$ cat config.mk
export PLATFORM = sky130hd
export DESIGN_NAME = ufb_window
export DESIGN_NICKNAME = d
export VERILOG_FILES = /design/src/rtl/ufb_window.v /design/src/rtl/ufb_fifo.v
export VERILOG_INCLUDE_DIRS = /design/src /design/src/inc
export SDC_FILE = /design/constraint.sdc
export NUM_CORES = 1
export LEC_CHECK = 0
export BUFFER_PORTS_ARGS = -buffer_cell sky130_fd_sc_hd__buf_2
export CAP_MARGIN = 5
export CORE_MARGIN = 1
export CORE_UTILIZATION = 30
export DETAILED_ROUTE_END_ITERATION = 7
export PLACE_DENSITY = 0.45
export SYNTH_ARGS = -nofsm -noshare
export SYNTH_HDL_FRONTEND = slang
export SYNTH_SLANG_ARGS = --single-unit
export TNS_END_PERCENT = 50
$ cat constraint.sdc
create_clock -name core_clk -period 3.9 [get_ports core_clk]
set_input_delay 0.195 -clock core_clk [delete_from_list [all_inputs] [get_ports core_clk]]
set_output_delay 0.195 -clock core_clk [all_outputs]
set_load 0.02 [all_outputs]
$ cat src/inc/ufb_consts.vh
// Address map and field constants of the FIFO burst access window.
`ifndef UFB_CONSTS_VH
`define UFB_CONSTS_VH

// ----------------------------------------------------------------------------
// Address fields
// ----------------------------------------------------------------------------
`define UFB_ADDR_W      13
`define UFB_CH_LSB      10
`define UFB_CH_W        3
`define UFB_RGN_LSB     8
`define UFB_RGN_W       2
`define UFB_OFS_W       8
`define UFB_RGN_HOLD    2'h0
`define UFB_RGN_PLAIN   2'h1
`define UFB_RGN_STAT_BIT 1
`define UFB_HOLD_OFS    8'h00
`define UFB_BE_SINGLE   4'h1

// ----------------------------------------------------------------------------
// Transmit word layout in the write buffer
// ----------------------------------------------------------------------------
`define UFB_WORD_W      39
`define UFB_WBE_LSB     35
`define UFB_WCH_LSB     32

// ----------------------------------------------------------------------------
// Reset values
// ----------------------------------------------------------------------------
`define UFB_RST_DATA    32'h0000_0000
`define UFB_RST_BYTE    8'h00

`endif

$ cat src/rtl/ufb_window.v
// Host access window onto the transmit and receive FIFOs of eight channels.
`timescale 1ns/1ps
`include "ufb_consts.vh"
module ufb_window #(
  parameter NCH = 8
) (
  // Clock, reset and enable
  input  wire                  core_clk,
  input  wire                  rstn,
  input  wire                  ce,
  // Host request
  input  wire                  req_valid,
  output reg                   req_ready,
  input  wire                  req_write,
  input  wire [`UFB_ADDR_W-1:0] req_addr,
  input  wire [3:0]            req_be,
  input  wire [31:0]           req_wdata,
  // Host response
  output reg                   rsp_valid,
  output reg                   rsp_err,
  output reg  [31:0]           rsp_rdata,
  // Channel transmit FIFOs
  input  wire [NCH-1:0]        tx_ready,
  output reg  [NCH-1:0]        tx_push,
  output reg  [7:0]            tx_data,
  // Channel receive FIFOs
  input  wire [NCH-1:0]        rx_valid,
  input  wire [NCH*8-1:0]      rx_data,
  input  wire [NCH*8-1:0]      rx_status,
  output reg  [NCH-1:0]        rx_pop
);

  // --------------------------------------------------------------------------
  // States
  // --------------------------------------------------------------------------
  localparam S_IDLE   = 2'h0;
  localparam S_WAITTX = 2'h1;
  localparam S_TAKE   = 2'h2;
  localparam S_GAP    = 2'h3;

  reg  [1:0]             state_reg, state_next;
  reg  [1:0]             lane_reg, lane_next;
  reg  [`UFB_CH_W-1:0]   rd_ch_reg, rd_ch_next;
  reg  [3:0]             rd_be_reg, rd_be_next;
  reg                    rd_stat_reg, rd_stat_next;
  reg  [31:0]            buf_reg, buf_next;
  reg                    req_ready_next;
  reg                    rsp_valid_next;
  reg                    rsp_err_next;
  reg  [31:0]            rsp_rdata_next;
  reg  [NCH-1:0]         rx_pop_next;
  reg                    lane_en;
  reg                    last_lane;

  reg  [1:0]             d_lane_reg, d_lane_next;
  reg                    d_gap_reg, d_gap_next;
  reg  [NCH-1:0]         tx_push_next;
  reg  [7:0]             tx_data_next;
  reg                    fo_ready;

  // --------------------------------------------------------------------------
  // Address decode
  // --------------------------------------------------------------------------
  wire [`UFB_CH_W-1:0]   a_ch    = req_addr[`UFB_CH_LSB +: `UFB_CH_W];
  wire [`UFB_RGN_W-1:0]  a_rgn   = req_addr[`UFB_RGN_LSB +: `UFB_RGN_W];
  wire [`UFB_OFS_W-1:0]  a_ofs   = req_addr[`UFB_OFS_W-1:0];
  // Every offset of the plain window maps to the same FIFO, so a burst may walk it.
  wire                   is_plain = (a_rgn == `UFB_RGN_PLAIN);
  wire                   is_stat  = a_rgn[`UFB_RGN_STAT_BIT];
  wire                   is_hold  = (a_rgn == `UFB_RGN_HOLD) && (a_ofs == `UFB_HOLD_OFS);
  wire                   hold_ok  = is_hold && (req_be == `UFB_BE_SINGLE);
  wire                   wr_ok    = is_plain || hold_ok;
  wire                   rd_ok    = is_plain || hold_ok || is_stat;
  wire                   accept   = req_valid & req_ready;

  // --------------------------------------------------------------------------
  // Write buffer
  // --------------------------------------------------------------------------
  wire                   fi_valid = accept & req_write & wr_ok;
  wire                   fi_ready;
  wire                   fo_valid;
  wire [`UFB_WORD_W-1:0] fo_word;
  wire [3:0]             fo_be   = fo_word[`UFB_WBE_LSB +: 4];
  wire [`UFB_CH_W-1:0]   fo_ch   = fo_word[`UFB_WCH_LSB +: `UFB_CH_W];
  wire [NCH-1:0]         fo_hot  = {{(NCH-1){1'b0}}, 1'b1} << fo_ch;
  wire [NCH-1:0]         rd_hot  = {{(NCH-1){1'b0}}, 1'b1} << rd_ch_reg;
  // Reads wait for queued writes so a loopback test sees bytes in bus order.
  wire                   tx_busy = fo_valid | d_gap_reg;

  ufb_fifo #(
    .WIDTH (`UFB_WORD_W),
    .DEPTH (4),
    .AW    (2)
  ) u_wbuf (
    .core_clk  (core_clk),
    .rstn      (rstn),
    .ce        (ce),
    .in_valid  (fi_valid),
    .in_ready  (fi_ready),
    .in_data   ({req_be, a_ch, req_wdata}),
    .out_valid (fo_valid),
    .out_ready (fo_ready),
    .out_data  (fo_word)
  );

  // --------------------------------------------------------------------------
  // Transmit drain, one byte lane at a time
  // --------------------------------------------------------------------------
  // The gap cycle lets the channel's ready reflect the byte just pushed.
  always @* begin
    d_lane_next  = d_lane_reg;
    d_gap_next   = 1'b0;
    tx_push_next = {NCH{1'b0}};
    tx_data_next = tx_data;
    fo_ready     = 1'b0;
    if (!d_gap_reg && fo_valid) begin
      if (!fo_be[d_lane_reg] || tx_ready[fo_ch]) begin
        if (fo_be[d_lane_reg]) begin
          tx_push_next = fo_hot;
          tx_data_next = fo_word[{d_lane_reg, 3'b000} +: 8];
          d_gap_next   = 1'b1;
        end
        d_lane_next = d_lane_reg + 2'd1;
        fo_ready    = (d_lane_reg == 2'd3);
      end
    end
  end

  // --------------------------------------------------------------------------
  // Request and receive sequencer
  // --------------------------------------------------------------------------
  always @* begin
    state_next     = state_reg;
    lane_next      = lane_reg;
    rd_ch_next     = rd_ch_reg;
    rd_be_next     = rd_be_reg;
    rd_stat_next   = rd_stat_reg;
    buf_next       = buf_reg;
    req_ready_next = req_ready;
    rsp_valid_next = 1'b0;
    rsp_err_next   = 1'b0;
    rsp_rdata_next = rsp_rdata;
    rx_pop_next    = {NCH{1'b0}};
    lane_en        = rd_stat_reg ? (rd_be_reg[lane_reg] | rd_be_reg[lane_reg | 2'd1])
                                 : rd_be_reg[lane_reg];
    last_lane      = rd_stat_reg ? (lane_reg == 2'd2) : (lane_reg == 2'd3);
    case (state_reg)
      S_IDLE: begin
        req_ready_next = fi_ready;
        if (accept) begin
          req_ready_next = 1'b0;
          if (req_write || !rd_ok) begin
            rsp_valid_next = 1'b1;
            rsp_err_next   = req_write ? !wr_ok : 1'b1;
            rsp_rdata_next = `UFB_RST_DATA;
          end else begin
            state_next   = S_WAITTX;
            rd_ch_next   = a_ch;
            rd_be_next   = req_be;
            rd_stat_next = is_stat;
            lane_next    = 2'd0;
            buf_next     = `UFB_RST_DATA;
          end
        end
      end
      S_WAITTX: begin
        if (!tx_busy) begin
          state_next = S_TAKE;
        end
      end
      S_TAKE: begin
        if (lane_en && rx_valid[rd_ch_reg]) begin
          rx_pop_next = rd_hot;
          state_next  = S_GAP;
          if (rd_stat_reg) begin
            buf_next[{lane_reg, 3'b000} +: 8]           = rx_status[{rd_ch_reg, 3'b000} +: 8];
            buf_next[({lane_reg, 3'b000} + 5'd8) +: 8]  = rx_data[{rd_ch_reg, 3'b000} +: 8];
          end else begin
            buf_next[{lane_reg, 3'b000} +: 8] = rx_data[{rd_ch_reg, 3'b000} +: 8];
          end
        end else if (last_lane) begin
          state_next     = S_IDLE;
          rsp_valid_next = 1'b1;
          rsp_rdata_next = buf_reg;
        end else begin
          lane_next = lane_reg + (rd_stat_reg ? 2'd2 : 2'd1);
        end
      end
      S_GAP: begin
        if (last_lane) begin
          state_next     = S_IDLE;
          rsp_valid_next = 1'b1;
          rsp_rdata_next = buf_reg;
        end else begin
          state_next = S_TAKE;
          lane_next  = lane_reg + (rd_stat_reg ? 2'd2 : 2'd1);
        end
      end
      default: begin
        state_next = S_IDLE;
      end
    endcase
  end

  // --------------------------------------------------------------------------
  // State registers
  // --------------------------------------------------------------------------
  always @(posedge core_clk or negedge rstn) begin
    if (!rstn) begin
      state_reg   <= S_IDLE;
      lane_reg    <= 2'd0;
      rd_ch_reg   <= {`UFB_CH_W{1'b0}};
      rd_be_reg   <= 4'h0;
      rd_stat_reg <= 1'b0;
      buf_reg     <= `UFB_RST_DATA;
      req_ready   <= 1'b0;
      rsp_valid   <= 1'b0;
      rsp_err     <= 1'b0;
      rsp_rdata   <= `UFB_RST_DATA;
      rx_pop      <= {NCH{1'b0}};
      d_lane_reg  <= 2'd0;
      d_gap_reg   <= 1'b0;
      tx_push     <= {NCH{1'b0}};
      tx_data     <= `UFB_RST_BYTE;
    end else if (ce) begin
      state_reg   <= state_next;
      lane_reg    <= lane_next;
      rd_ch_reg   <= rd_ch_next;
      rd_be_reg   <= rd_be_next;
      rd_stat_reg <= rd_stat_next;
      buf_reg     <= buf_next;
      req_ready   <= req_ready_next;
      rsp_valid   <= rsp_valid_next;
      rsp_err     <= rsp_err_next;
      rsp_rdata   <= rsp_rdata_next;
      rx_pop      <= rx_pop_next;
      d_lane_reg  <= d_lane_next;
      d_gap_reg   <= d_gap_next;
      tx_push     <= tx_push_next;
      tx_data     <= tx_data_next;
    end
  end

endmodule // ufb_window

$ cat src/rtl/ufb_fifo.v
// Small flip-flop FIFO with valid and ready on both sides.
`timescale 1ns/1ps
module ufb_fifo #(
  parameter WIDTH = 39,
  parameter DEPTH = 4,
  parameter AW    = 2
) (
  // Clock, reset and enable
  input  wire             core_clk,
  input  wire             rstn,
  input  wire             ce,
  // Fill side
  input  wire             in_valid,
  output wire             in_ready,
  input  wire [WIDTH-1:0] in_data,
  // Drain side
  output wire             out_valid,
  input  wire             out_ready,
  output wire [WIDTH-1:0] out_data
);

  reg [WIDTH-1:0] mem_reg [0:DEPTH-1];
  reg [AW-1:0]    wr_ptr_reg;
  reg [AW-1:0]    rd_ptr_reg;
  reg [AW:0]      count_reg;

  wire            do_push;
  wire            do_pop;
  integer         i;

  assign in_ready  = (count_reg != DEPTH[AW:0]);
  assign out_valid = (count_reg != {(AW+1){1'b0}});
  assign out_data  = mem_reg[rd_ptr_reg];
  assign do_push   = in_valid & in_ready;
  assign do_pop    = out_valid & out_ready;

  always @(posedge core_clk or negedge rstn) begin
    if (!rstn) begin
      wr_ptr_reg <= {AW{1'b0}};
      rd_ptr_reg <= {AW{1'b0}};
      count_reg  <= {(AW+1){1'b0}};
      for (i = 0; i < DEPTH; i = i + 1) begin
        mem_reg[i] <= {WIDTH{1'b0}};
      end
    end else if (ce) begin
      if (do_push) begin
        mem_reg[wr_ptr_reg] <= in_data;
        wr_ptr_reg          <= wr_ptr_reg + 1'b1;
      end
      if (do_pop) begin
        rd_ptr_reg <= rd_ptr_reg + 1'b1;
      end
      if (do_push && !do_pop) begin
        count_reg <= count_reg + 1'b1;
      end else if (do_pop && !do_push) begin
        count_reg <= count_reg - 1'b1;
      end
    end
  end

endmodule // ufb_fifo

* Word-level counts from Yosys, hierarchy flattened
Index checks and enable logic that the tools add are counted.
** Word-level totals
- Bits in registers :: 269
- Latch bits :: 0
- RAM bits :: 0
- Bits in read-only memories :: 0
- Input bits :: 198
- Output and inout port bits :: 59
- Logic and storage cells :: 176
- Memories :: 0
** Cells by class
- Add/subtract/negate cells :: 9
- $mul :: 0
- Div/mod/pow operators :: 0
- Magnitude comparators :: 8
- Equal/unequal tests :: 16
- Shift operators :: 10
- Mux-type cells :: 66
- Bitwise operators :: 10
- Reduce and logical (&&, ||, !) cells :: 35
** Operators with widths (count)
- $mux W32 :: 8
- $bwmux W156 :: 1
- $shiftx A64 B7 Y8 :: 2
- $mux W39 :: 3
- $bwmux W32 :: 3
- $pmux W32 S3 :: 1
- $shiftx A8 B7 Y32 :: 3
- $bmux W39 S2 :: 1
- $demux W39 S2 :: 1
- $pmux W32 S2 :: 1
- $shift A8 B7 Y32 const A :: 2
- $mux W8 :: 5
- $shiftx A39 B6 Y8 :: 1
- $mux W1 :: 22
- $mux W2 :: 11
- $reduce_and A5 Y1 :: 4
- $shl A1 B3 Y8 const A :: 2
- $neg A5 Y7 :: 2
- $ne A2 B2 Y1 const B :: 6
- $eq A2 B2 Y1 const B :: 5
- $lt A2 B3 Y1 const B :: 3
- $logic_not A8 Y1 :: 1
- $lt A3 B4 Y1 const B :: 2
- $pmux W2 S4 :: 1
- 28 further kinds :: 63

* Logic depth before layout (Yosys ltp)
Gate-level depths: netlist (run 1).
- Word-level depth :: 15
- Gate-level depth with buffers :: 13
- Depth with buffers taken out :: 11

* By module
Synthesis (run 1) repeated with hierarchy kept, for this count alone.
** Unflattened totals
- Cells, all modules :: 1043
- Area total of the unflattened synthesis :: 13923.4 um^2
** By module, submodules not included
- ufb_fifo :: times used 1, cells each 415, area an instance 7210.7 um^2, seq. area each 4078.9 um^2
- ufb_window :: times used 1, cells each 628, area an instance 6712.7 um^2, seq. area each 2652.5 um^2

* Least setup slack after synthesis (run 1)
No wires, ideal clock.
- Kind :: flip-flop to flip-flop
- From :: register u_wbuf.rd_ptr_reg[0]
- To :: register u_wbuf.count_reg[1]
- Setup time :: 125 ps
- Arrival time :: 3117 ps
- Data required time :: 3775 ps
- Slack :: 659 ps
- Cell stages (with the launch flop) :: 12
- Path buffers :: 2
- Period minus slack after synthesis :: 3241 ps
- Cells stage by stage :: dfrtp_1 buf_6 buf_12 mux4_2 mux4_2 clkinv_2 nor3_2 or4_1 ha_1 inv_1 fa_1 mux2_2
** Between the ends
- Longest elaborated chain between the ends :: 15
- Elaborated cells between the ends (all ways) :: 19
- Classes of those cells :: mux (10); bitwise (2); reduce/logical (7)
** RTL lines
- start: declaration :: RTL line ufb_fifo.v:24 : reg [AW-1:0] rd_ptr_reg;
- start signal: assignment :: RTL line ufb_fifo.v:40 : rd_ptr_reg <= {AW{1'b0}};
- start signal: assignment :: RTL line ufb_fifo.v:51 : rd_ptr_reg <= rd_ptr_reg + 1'b1;
- $not A2 Y3 (not written as such) (*) :: RTL line ufb_fifo.v:33 : assign out_data = mem_reg[rd_ptr_reg];
- $bmux W39 S2 (*) :: RTL line ufb_fifo.v:33
- $mux W39 (not written as such) (*) (2 in series) :: RTL line ufb_fifo.v:33
- $bmux W1 S2 :: RTL line ufb_window.v:117 : if (!fo_be[d_lane_reg] || tx_ready[fo_ch]) begin
- $mux W1 (not written as such) :: RTL line ufb_window.v:117
- $logic_not A1 Y1 :: RTL line ufb_window.v:117
- $logic_or A1 B1 Y1 (*) :: RTL line ufb_window.v:117
- $mux W1 (*) :: RTL line ufb_window.v:117
- $mux W1 (*) :: RTL line ufb_window.v:116 : if (!d_gap_reg && fo_valid) begin
- $and A1 B1 Y1 (*) :: RTL line ufb_fifo.v:35 : assign do_pop = out_valid & out_ready;
- $logic_not A1 Y1 :: RTL line ufb_fifo.v:53 : if (do_push && !do_pop) begin
- $logic_and A1 B1 Y1 :: RTL line ufb_fifo.v:53
- $reduce_bool A2 Y1 (no source line)
- $reduce_and A2 Y1 (no source line)
- end signal: assignment :: RTL line ufb_fifo.v:41 : count_reg <= {(AW+1){1'b0}};
- end signal: assignment :: RTL line ufb_fifo.v:54 : count_reg <= count_reg + 1'b1;
- end signal: assignment :: RTL line ufb_fifo.v:56 : count_reg <= count_reg - 1'b1;
- end: declaration :: RTL line ufb_fifo.v:25 : reg [AW:0] count_reg;
Every way passes the cells marked *; elsewhere a longest branch is shown, timed or not. The select of a mux whose other input is x is not followed.
A chain may end at the register's enable or synchronous reset.

* Worst setup path in the final report (run 1)
Same ends and word-level chain as after synthesis.

==> flow_summary.json, run 1 <==
{
  "status": "complete, no violations",
  "die_w_um": 213,
  "largest_reg_flops": 156,
  "ios": 257,
  "rsz0062_at_grt": "no",
  "skew_ns": 0.0150,
  "antenna_found_initial": 3,
  "die-area_mm2": 0.0452,
  "path_cells": "mux4_2 > or2_2 > o22ai_2 > nor3_2 > or4_1 > ha_1 > inv_1 > fa_1 > mux2_2",
  "max_stage_delay_ns": 0.58,
  "root_buffer": "clkbuf_16",
  "postSynthCellCount": 959,
  "power_density_mw_per_mm2": 633,
  "synth-edff-count": 0,
  "firstDrtPassIters": 4,
  "drive_gt1_share_pct": 46.6,
  "drv_slew": 0,
  "synth_commonest_cells": "dfrtp_1 (269), mux2_2 (172), mux4_2 (79)",
  "clock_sink_count": 269,
  "cp.required_ns": 4.36,
  "p_sw_share_pct": 34.5,
  "p_switching_mw": 3.63,
  "overflow": 0,
  "fin_nets": 1452,
  "clk_pin_slew_worst_paths_ns": 0.06,
  "cts-buffers-inserted": 31,
  "critical_path.n_buffers_inverters": 1,
  "critPathCaptureType": "register",
  "cts_tree": "built",
  "ys.flop_type": "dfrtp_1",
  "worst_path_max_delay_cell": "mux4_2",
  "min_path_type": "input port to register",
  "grt_max_degree": 83,
  "hold_violations": 0,
  "critPathArrivalTime_ns": 3.88,
  "clock_latency_ns": 0.58,
  "dpl.hpwl_um": 27200,
  "cap_violations": 0,
  "area_delta_synth_final_pct": 24.6,
  "drtIter0Drc": 403,
  "rows": 76,
  "synth_most_common_cell": "dfrtp_1",
  "io_buffers": 256,
  "fp.coreArea_mm2": 0.0435,
  "fp.dieH_um": 213,
  "synth.distinct_cells": 62,
  "p_leak_nw": 7.84,
  "yosysTopAreaCellShare_pct": 50.5,
  "setup_tns_ns": 0,
  "worstSetupPathType": "register to register",
  "finalCritPeriodShare_pct": 87.6,
  "multi_input_area_mm2": 0.00614,
  "grtUsageTotal_pct": 17.2,
  "power_frac_comb_pct": 35.5,
  "seq_area_frac_synth_pct": 50.5,
  "ys_ff_latch": 269,
  "num-fill-cells": 4257,
  "netlist_area_mm2": 0.0133,
  "clockBufferDepth": 3,
  "place.gp.congestion": 0.965,
  "ir_worst_vdd_v": 0.000334,
  "cp_top_family": "simple AND/OR/NAND/NOR gates",
  "vias": 9250,
  "routed_wirelength_um": 38300,
  "clockPowerShare_pct": 27.4,
  "wl_per_cell_um": 20.7,
  "startpoint_type": "register",
  "fmax_ghz": 0.293,
  "crit_fanout": 8,
  "ant_nets": 0,
  "routed_via_density": 5.00,
  "grt_pass1_wl_um": 59300,
  "period_needed_ns": 3.42,
  "final_util_pct": 38.2,
  "ys_warn_count": 0,
  "synth_area_leader_cell": "dfrtp_1",
  "regArea_mm2": 0.00674,
  "cts_max_level": 1,
  "cts_setup_buffers": 0,
  "start_util_pct": 30.6,
  "worst_pin_slew_ns": 1.10,
  "setup_violations": 0,
  "intPower_mw": 6.89,
  "seqPwrFrac_pct": 37.1,
  "synth.area.top_cells": "dfrtp_1 (51%), mux2_2 (15%), mux4_2 (13%), a22o_1 (2.6%), nand2_1 (1.6%)",
  "syn_avg_cell_area_um2": 13.9,
  "syn_nets": 1169,
  "async_flop_share_pct": 100,
  "drc": 0,
  "slew_headroom_pct": 26.2,
  "grt_pass1_vias": 9640
}
[power groups by stage]
| stage | Clock, mW | Combinational [mW] | Sequential (mW) |
|---|---|---|---|
| 6_report | 2.88 | 3.73 | 3.90 |
| 5_1_grt | 3.08 | 4.04 | 4.01 |
| 4_1_cts | 2.97 | 3.79 | 3.91 |
| 3_5_place_dp | 0 | 3.74 | 3.96 |
| 3_3_place_gp | 0 | 3.71 | 3.95 |
| 2_1_floorplan | 0 | 2.84 | 3.72 |
[metrics by stage]
step	hold slack (ns)	cells	cell area (um2)	setup WS (ns)	power (mW)
after detailed placement	0.225	1754	15200	0.471	7.70
final	0.0332	1849	16600	0.484	10.5
after global placement	0.223	1754	15200	0.496	7.66
after floorplan	-0.101	959	13300	0.659	6.56
after CTS	0.00843	1845	16600	0.462	10.7
after global routing	0.0181	1848	16600	0.331	11.1
[worst min-delay path: stages]
cell	delay, ns
buf_2	0.09
a21oi_1	0.06
a31o_2	0.23
[cell usage in the layout (no fill, tap or decap), types with 11 or more instances in the layout]
| master | n |
|---|---|
| dfrtp_1 | 266 |
| buf_2 | 255 |
| mux2_2 | 172 |
| mux4_2 | 79 |
| nand2_1 | 53 |
| a22o_1 | 40 |
| dlygate4sd3_1 | 40 |
| inv_1 | 36 |
| clkbuf_16 | 31 |
| o21ai_0 | 23 |
| a21oi_1 | 20 |
| nor2_1 | 18 |
| o31ai_1 | 18 |
| mux2_1 | 16 |
| o21ai_1 | 16 |
| a22oi_1 | 15 |
| buf_4 | 13 |
| ha_1 | 11 |
| clkbuf_1 | 11 |
[metal layers]
metal	vias up	track usage, %	wire length [um]
li1	4212	-	-
met1	4800	23.4	17300
met2	191	28.3	18400
met3	47	3.46	1920
met4	0	3.77	718
met5	-	0	0
[final timing paths]
kind / start / to / slack (ns) / depth (start not counted)
max reg2reg: u_wbuf.rd_ptr_reg[0] / u_wbuf.count_reg[1] / 0.48 / 9
min in group asynchronous: rstn / rsp_rdata[29] / 0.18 / 2
max in group asynchronous: rstn / u_wbuf.mem_reg[15] / 2.79 / 3
max: u_wbuf.rd_ptr_reg[0] / u_wbuf.count_reg[1] / 0.48 / 9
min reg2reg: buf_reg[27] / buf_reg[27] / 0.48 / 2
min: req_valid / req_ready / 0.03 / 3
[kinds of logic (layout without fill, tap and decap cells)]
logic type / after synthesis / count (layout) / synth area share [%]
other cells: 0 / 4 / 0
compound gates: 166 / 166 / 9.17
fa+ha+maj: 12 / 12 / 1.18
simple gates: 124 / 124 / 4.51
mux: 280 / 280 / 30.6
xor+xnor: 8 / 8 / 0.526
flops: 269 / 269 / 50.5
buf+inv: 100 / 401 / 3.46
[layout make-up]
type                       instances  share of cell area, %
sequential                       269                   40.6
multi-input combinational        590                   37.0
timing repair buffer             312                   11.1
clock buffer                      45                   5.17
tap                              585                   4.41
inverter                          38                  0.867
clock inverter                     6                  0.746
antenna                            4                 0.0603
[repair_timing]
item                      in CTS  in global routing
hold endpoints to repair     231                  0
hold buffers                  40                  0
resized for setup              0                  0
Note: power is estimated with default switching activity, not from simulation.
==> run 2, diff against run 1 <==
--- a/config.mk
+++ b/config.mk
@@ -11,7 +11,6 @@
 export CORE_MARGIN = 1
 export CORE_UTILIZATION = 30
 export DETAILED_ROUTE_END_ITERATION = 7
-export PLACE_DENSITY = 0.45
 export SYNTH_ARGS = -nofsm -noshare
 export SYNTH_HDL_FRONTEND = slang
 export SYNTH_SLANG_ARGS = --single-unit
==> run 2 against run 1 <==
Net effect:
- final area is 0.66% higher
- global-route usage is 1.5 points lower
- clock-buffer cell count is 7 lower
- core utilization increased by 0.25 points
- critical endpoint unchanged
- highest routed layer is now met5
- largest power group unchanged
- critical path depth unchanged
- sequential power about the same
- cell count shrank 0.11%
- setup slack worse by 0.042 ns
- via count shrank 0.79%
==> flow_summary.json, run 2 (synthesis gave the netlist of run 1 again) <==
{
  "overflow": 0,
  "power_frac_comb_pct": 34.1,
  "drtIter0Drc": 512,
  "setup_violations": 0,
  "root_buffer": "clkbuf_16",
  "skew_ns": 0.0133,
  "p_sw_share_pct": 33.0,
  "hold_slack_ns": 0.0227,
  "fin_nets": 1448,
  "die_w_um": 213,
  "crit_fanout": 10,
  "cts-buffers-inserted": 30,
  "p_switching_mw": 3.56,
  "worst-r2r-setup-slack_ns": 0.44,
  "holdPathStages": 2,
  "dpl.hpwl_um": 24300,
  "seqPwrFrac_pct": 36.2,
  "clock_sink_count": 269,
  "start_util_pct": 30.6,
  "grt_pass1_vias": 9805,
  "largest_reg_flops": 156,
  "status": "complete, no violations",
  "ios": 257,
  "hold_end": "u_wbuf.mem_reg[112]",
  "ctsResizeCount": 0,
  "io_buffers": 256,
  "critPathCaptureType": "register",
  "r2r_end": "u_wbuf.count_reg[1]",
  "worst_pin_slew_ns": 1.13,
  "grt_pass1_wl_um": 55300,
  "clockBufferDepth": 3,
  "path_cells": "mux4_2 > mux2i_1 > o22ai_2 > nor3_2 > or4_1 > ha_1 > inv_1 > fa_1 > mux2_2",
  "antenna_found_initial": 4,
  "pre_cts_slack_ns": 0.414,
  "cts_max_level": 1,
  "die-area_mm2": 0.0452,
  "wl_per_cell_um": 18.9,
  "cp.required_ns": 4.35,
  "firstDrtPassIters": 5,
  "ant_nets": 0,
  "rows": 76,
  "hold_violations": 0,
  "final_util_pct": 38.4,
  "slew_headroom_pct": 23.9,
  "drv_slew": 0,
  "min_path_type": "input port to register",
  "routed_wirelength_um": 34800,
  "drive_gt1_share_pct": 47.5,
  "critPathArrivalTime_ns": 3.91,
  "worst_path_max_delay_cell": "mux4_2",
  "clockPowerShare_pct": 29.8,
  "clock_latency_ns": 0.57,
  "fmax_ghz": 0.289,
  "setup_tns_ns": 0,
  "fp.dieH_um": 213,
  "ir_worst_vdd_v": 0.000438,
  "grtUsageTotal_pct": 15.7,
  "r2r-start": "u_wbuf.rd_ptr_reg[0]",
  "critical_path.n_buffers_inverters": 1,
  "routed_via_density": 4.97,
  "mostFrequentLayoutCells": "dfrtp_1 (266), buf_2 (255), mux2_2 (172)",
  "area_delta_synth_final_pct": 25.4,
  "drc": 0,
  "place.gp.congestion": 0.861,
  "worstSetupPathType": "register to register",
  "power_density_mw_per_mm2": 645,
  "crit_cells": 9,
  "hold_start": "req_addr[12]",
  "vias": 9177,
  "rsz0062_at_grt": "no",
  "period_needed_ns": 3.46,
  "num-fill-cells": 4140,
  "fp.coreArea_mm2": 0.0435,
  "max_stage_delay_ns": 0.69,
  "intPower_mw": 7.22,
  "startpoint_type": "register",
  "cap_violations": 0,
  "grt_max_degree": 98,
  "p_leak_nw": 7.90,
  "worst_slack_ns": 0.441,
  "rr_worst_depth": 9,
  "cts_tree": "built",
  "mostFrequentLayoutCell": "dfrtp_1",
  "finalCritPeriodShare_pct": 88.7,
  "cp_top_family": "multiplexers",
  "clk_pin_slew_worst_paths_ns": 0.06
}
run 2: area by class of cell:
type	count	area (um2)	share of cell area [%]
Antenna cell	2	5.00	0.0300
Clock buffer	38	841	5.03
Clock inverter	16	295	1.77
Inverter	38	144	0.861
Multi-Input combinational cell	590	6140	36.8
Sequential cell	269	6740	40.3
Tap cell	585	732	4.38
Timing Repair Buffer	309	1810	10.8
run 2: worst max path at each step:
stage                         startpoint                   to  slack [ns]
global route        u_wbuf.rd_ptr_reg[0]  u_wbuf.count_reg[1]        0.27
global placement    u_wbuf.rd_ptr_reg[0]  u_wbuf.count_reg[1]        0.45
detailed placement  u_wbuf.rd_ptr_reg[0]  u_wbuf.count_reg[1]        0.41
floorplan           u_wbuf.rd_ptr_reg[0]  u_wbuf.count_reg[1]        0.66
finish              u_wbuf.rd_ptr_reg[0]  u_wbuf.count_reg[1]        0.44
CTS                 u_wbuf.rd_ptr_reg[0]  u_wbuf.count_reg[1]        0.39
run 2: layer usage:
metal	global-route usage [%]	routed length [um]	vias to the layer above
met4	5.48	1090	6
met2	27.2	17300	244
met3	3.12	1790	71
met1	19.4	14600	4666
li1	-	-	4190
met5	0	46	-
run 2: per-stage QoR:
step / cell area, um2 / total power [mW] / cells
2_1_floorplan: 13300 / 6.56 / 959
3_3_place_gp: 15200 / 7.55 / 1753
3_5_place_dp: 15200 / 7.64 / 1753
4_1_cts: 16700 / 10.9 / 1845
5_1_grt: 16700 / 11.4 / 1846
6_report: 16700 / 10.8 / 1847
run 2: timing repair:
item                      4_1_cts  5_1_grt
buffers inserted                0        0
hold buffers                   38        0
hold endpoints to repair      218        0
run 2: power groups by stage:
stage	clock network [mW]	logic [mW]	registers (mW)
floorplan	0	2.84	3.72
finish	3.21	3.67	3.90
CTS	3.28	3.73	3.91
global route	3.39	4.01	3.99
detailed placement	0	3.69	3.95
global placement	0	3.63	3.92
==> run 3, diff against run 2 <==
==> constraint.sdc (replaced) <==
create_clock -name core_clk -period 3.9 [get_ports core_clk]
set_input_delay 0.39 -clock core_clk [delete_from_list [all_inputs] [get_ports core_clk]]
set_output_delay 0.39 -clock core_clk [all_outputs]
set_load 0.02 [all_outputs]
==> run 3 against run 2 <==
Net effect:
- worst hold slack better by 0.047 ns
- setup slack gained 0.10 ns
- sequential cell count unchanged
- core utilization decreased by 1.0 points
- clock skew is 0.0020 ns lower
- sequential share of layout area grew 1.1 points
- register-to-register slack gained 0.10 ns
- die area is the same
- combinational power about the same
- first-iteration DRC count fell by 22%
- fmax is 3.0% higher
- critical path depth stayed put
==> flow_summary.json, run 3 (synthesis gave the netlist of run 1 again) <==
{
  "io_buffers": 256,
  "hold_start": "req_wdata[31]",
  "mostFrequentLayoutCells": "dfrtp_1 (266), buf_2 (255), mux2_2 (172)",
  "grt_max_degree": 87,
  "routed_via_density": 5.01,
  "root_buffer": "clkbuf_16",
  "antenna_found_initial": 10,
  "vias": 9080,
  "slew_headroom_pct": 22.2,
  "pre_cts_slack_ns": 0.527,
  "start_util_pct": 30.6,
  "crit_fanout": 8,
  "setup_violations": 0,
  "mostFrequentLayoutCell": "dfrtp_1",
  "grtUsageTotal_pct": 15.7,
  "die-area_mm2": 0.0452,
  "cap_violations": 0,
  "seqPwrFrac_pct": 37.0,
  "power_frac_comb_pct": 35.2,
  "cts-buffers-inserted": 30,
  "worstSetupPathType": "register to register",
  "rsz0062_at_grt": "no",
  "ios": 257,
  "hold_slack_ns": 0.0696,
  "num-fill-cells": 4246,
  "fp.dieH_um": 213,
  "clock_sink_count": 269,
  "clock_latency_ns": 0.57,
  "drv_slew": 0,
  "r2r-start": "u_wbuf.rd_ptr_reg[0]",
  "worst-r2r-setup-slack_ns": 0.54,
  "place.gp.congestion": 0.856,
  "skew_ns": 0.0113,
  "max_stage_delay_ns": 0.58,
  "setup_tns_ns": 0,
  "fmax_ghz": 0.298,
  "fin_nets": 1417,
  "finalCritPeriodShare_pct": 86.1,
  "overflow": 0,
  "area_delta_synth_final_pct": 22.1,
  "dpl.hpwl_um": 24900,
  "min_path_type": "input port to register",
  "drtIter0Drc": 398,
  "drive_gt1_share_pct": 48.7,
  "die_w_um": 213,
  "p_switching_mw": 3.56,
  "grt_pass1_wl_um": 54800,
  "holdPathStages": 2,
  "rows": 76,
  "worst_path_max_delay_cell": "mux4_2",
  "wl_per_cell_um": 19.5,
  "hold_violations": 0,
  "status": "complete, no violations",
  "routed_wirelength_um": 35300,
  "critPathCaptureType": "register",
  "worst_pin_slew_ns": 1.16,
  "power_density_mw_per_mm2": 645,
  "p_leak_nw": 7.72,
  "clockBufferDepth": 3,
  "r2r_end": "u_wbuf.count_reg[1]",
  "rr_worst_depth": 9,
  "path_cells": "mux4_2 > or2_2 > o22ai_2 > nor3_2 > or4_1 > ha_1 > inv_1 > fa_1 > mux2_2",
  "cts_max_level": 1,
  "diodes": 0,
  "ant_nets": 0,
  "startpoint_type": "register",
  "ir_worst_vdd_v": 0.000424,
  "worst_slack_ns": 0.543,
  "firstDrtPassIters": 5,
  "fp.coreArea_mm2": 0.0435,
  "clockPowerShare_pct": 27.8,
  "cp.required_ns": 4.35,
  "cts_tree": "built",
  "clk_pin_slew_worst_paths_ns": 0.06,
  "p_sw_share_pct": 34.0,
  "grt_pass1_vias": 9553,
  "drc": 0,
  "hold_end": "u_wbuf.mem_reg[148]",
  "intPower_mw": 6.93,
  "period_needed_ns": 3.36,
  "largest_reg_flops": 156,
  "critPathArrivalTime_ns": 3.81
}
==> run 3: power groups by stage <==
stage	Combinational [mW]	Sequential, mW	Clock, mW
6_report	3.70	3.88	2.91
3_3_place_gp	3.66	3.90	0
4_1_cts	3.74	3.88	3.00
2_1_floorplan	2.84	3.72	0
5_1_grt	4.03	3.97	3.12
3_5_place_dp	3.73	3.93	0
==> run 3: per-stage QoR <==
stage | area [um2] | power (mW) | util (%) | std cells
global route | 16300 | 11.1 | 37.4 | 1812
floorplan | 13300 | 6.56 | - | 959
CTS | 16300 | 10.6 | 37.4 | 1812
global placement | 15200 | 7.56 | 35.0 | 1759
detailed placement | 15200 | 7.66 | 35.0 | 1759
finish | 16300 | 10.5 | 37.4 | 1812
==> run 3: what timing repair did <==
item	CTS	global route
hold buffers	1	0
endpoints found under the hold margin	81	0
resized for setup	0	0
setup buffers	0	0
==> run 3: layout make-up <==
class / instances / area (um2) / share of cell area, %
inverter: 38 / 144 / 0.885
timing repair buffer: 278 / 1480 / 9.12
tap: 585 / 732 / 4.50
sequential: 269 / 6740 / 41.4
multi-input combinational: 590 / 6140 / 37.8
clock buffer: 41 / 842 / 5.18
clock inverter: 11 / 186 / 1.15
==> run 3: worst max-delay path by stage <==
stage / slack [ns] / from / cells after the start / to
after floorplan: 0.66 / u_wbuf.rd_ptr_reg[0] / 11 / u_wbuf.count_reg[1]
after global placement: 0.56 / u_wbuf.rd_ptr_reg[0] / 9 / u_wbuf.count_reg[1]
after detailed placement: 0.53 / u_wbuf.rd_ptr_reg[0] / 9 / u_wbuf.count_reg[1]
after CTS: 0.50 / u_wbuf.rd_ptr_reg[0] / 9 / u_wbuf.count_reg[1]
after global routing: 0.37 / u_wbuf.rd_ptr_reg[0] / 9 / u_wbuf.count_reg[1]
final: 0.54 / u_wbuf.rd_ptr_reg[0] / 9 / u_wbuf.count_reg[1]
==> run 3: critical path: cells and delay by family, from the launching register on <==
| kind | cells | cell delay [ns] |
|---|---|---|
| AND/OR/NAND/NOR | 3 | 0.89 |
| multiplexers | 2 | 0.85 |
| adder cells (fa/ha/maj) | 2 | 0.63 |
| flip-flops | 1 | 0.53 |
| AO/OA/AOI/OAI | 1 | 0.27 |
| buffers and inverters | 1 | 0.07 |
==> run 3: routing by layer <==
metal	track usage, %	part of all wire, %	vias to the layer above
met5	0	0.29	-
met4	4.61	2.5	16
met3	3.65	5.6	80
met2	27.3	50	257
met1	19.2	41	4609
li1	-	-	4118
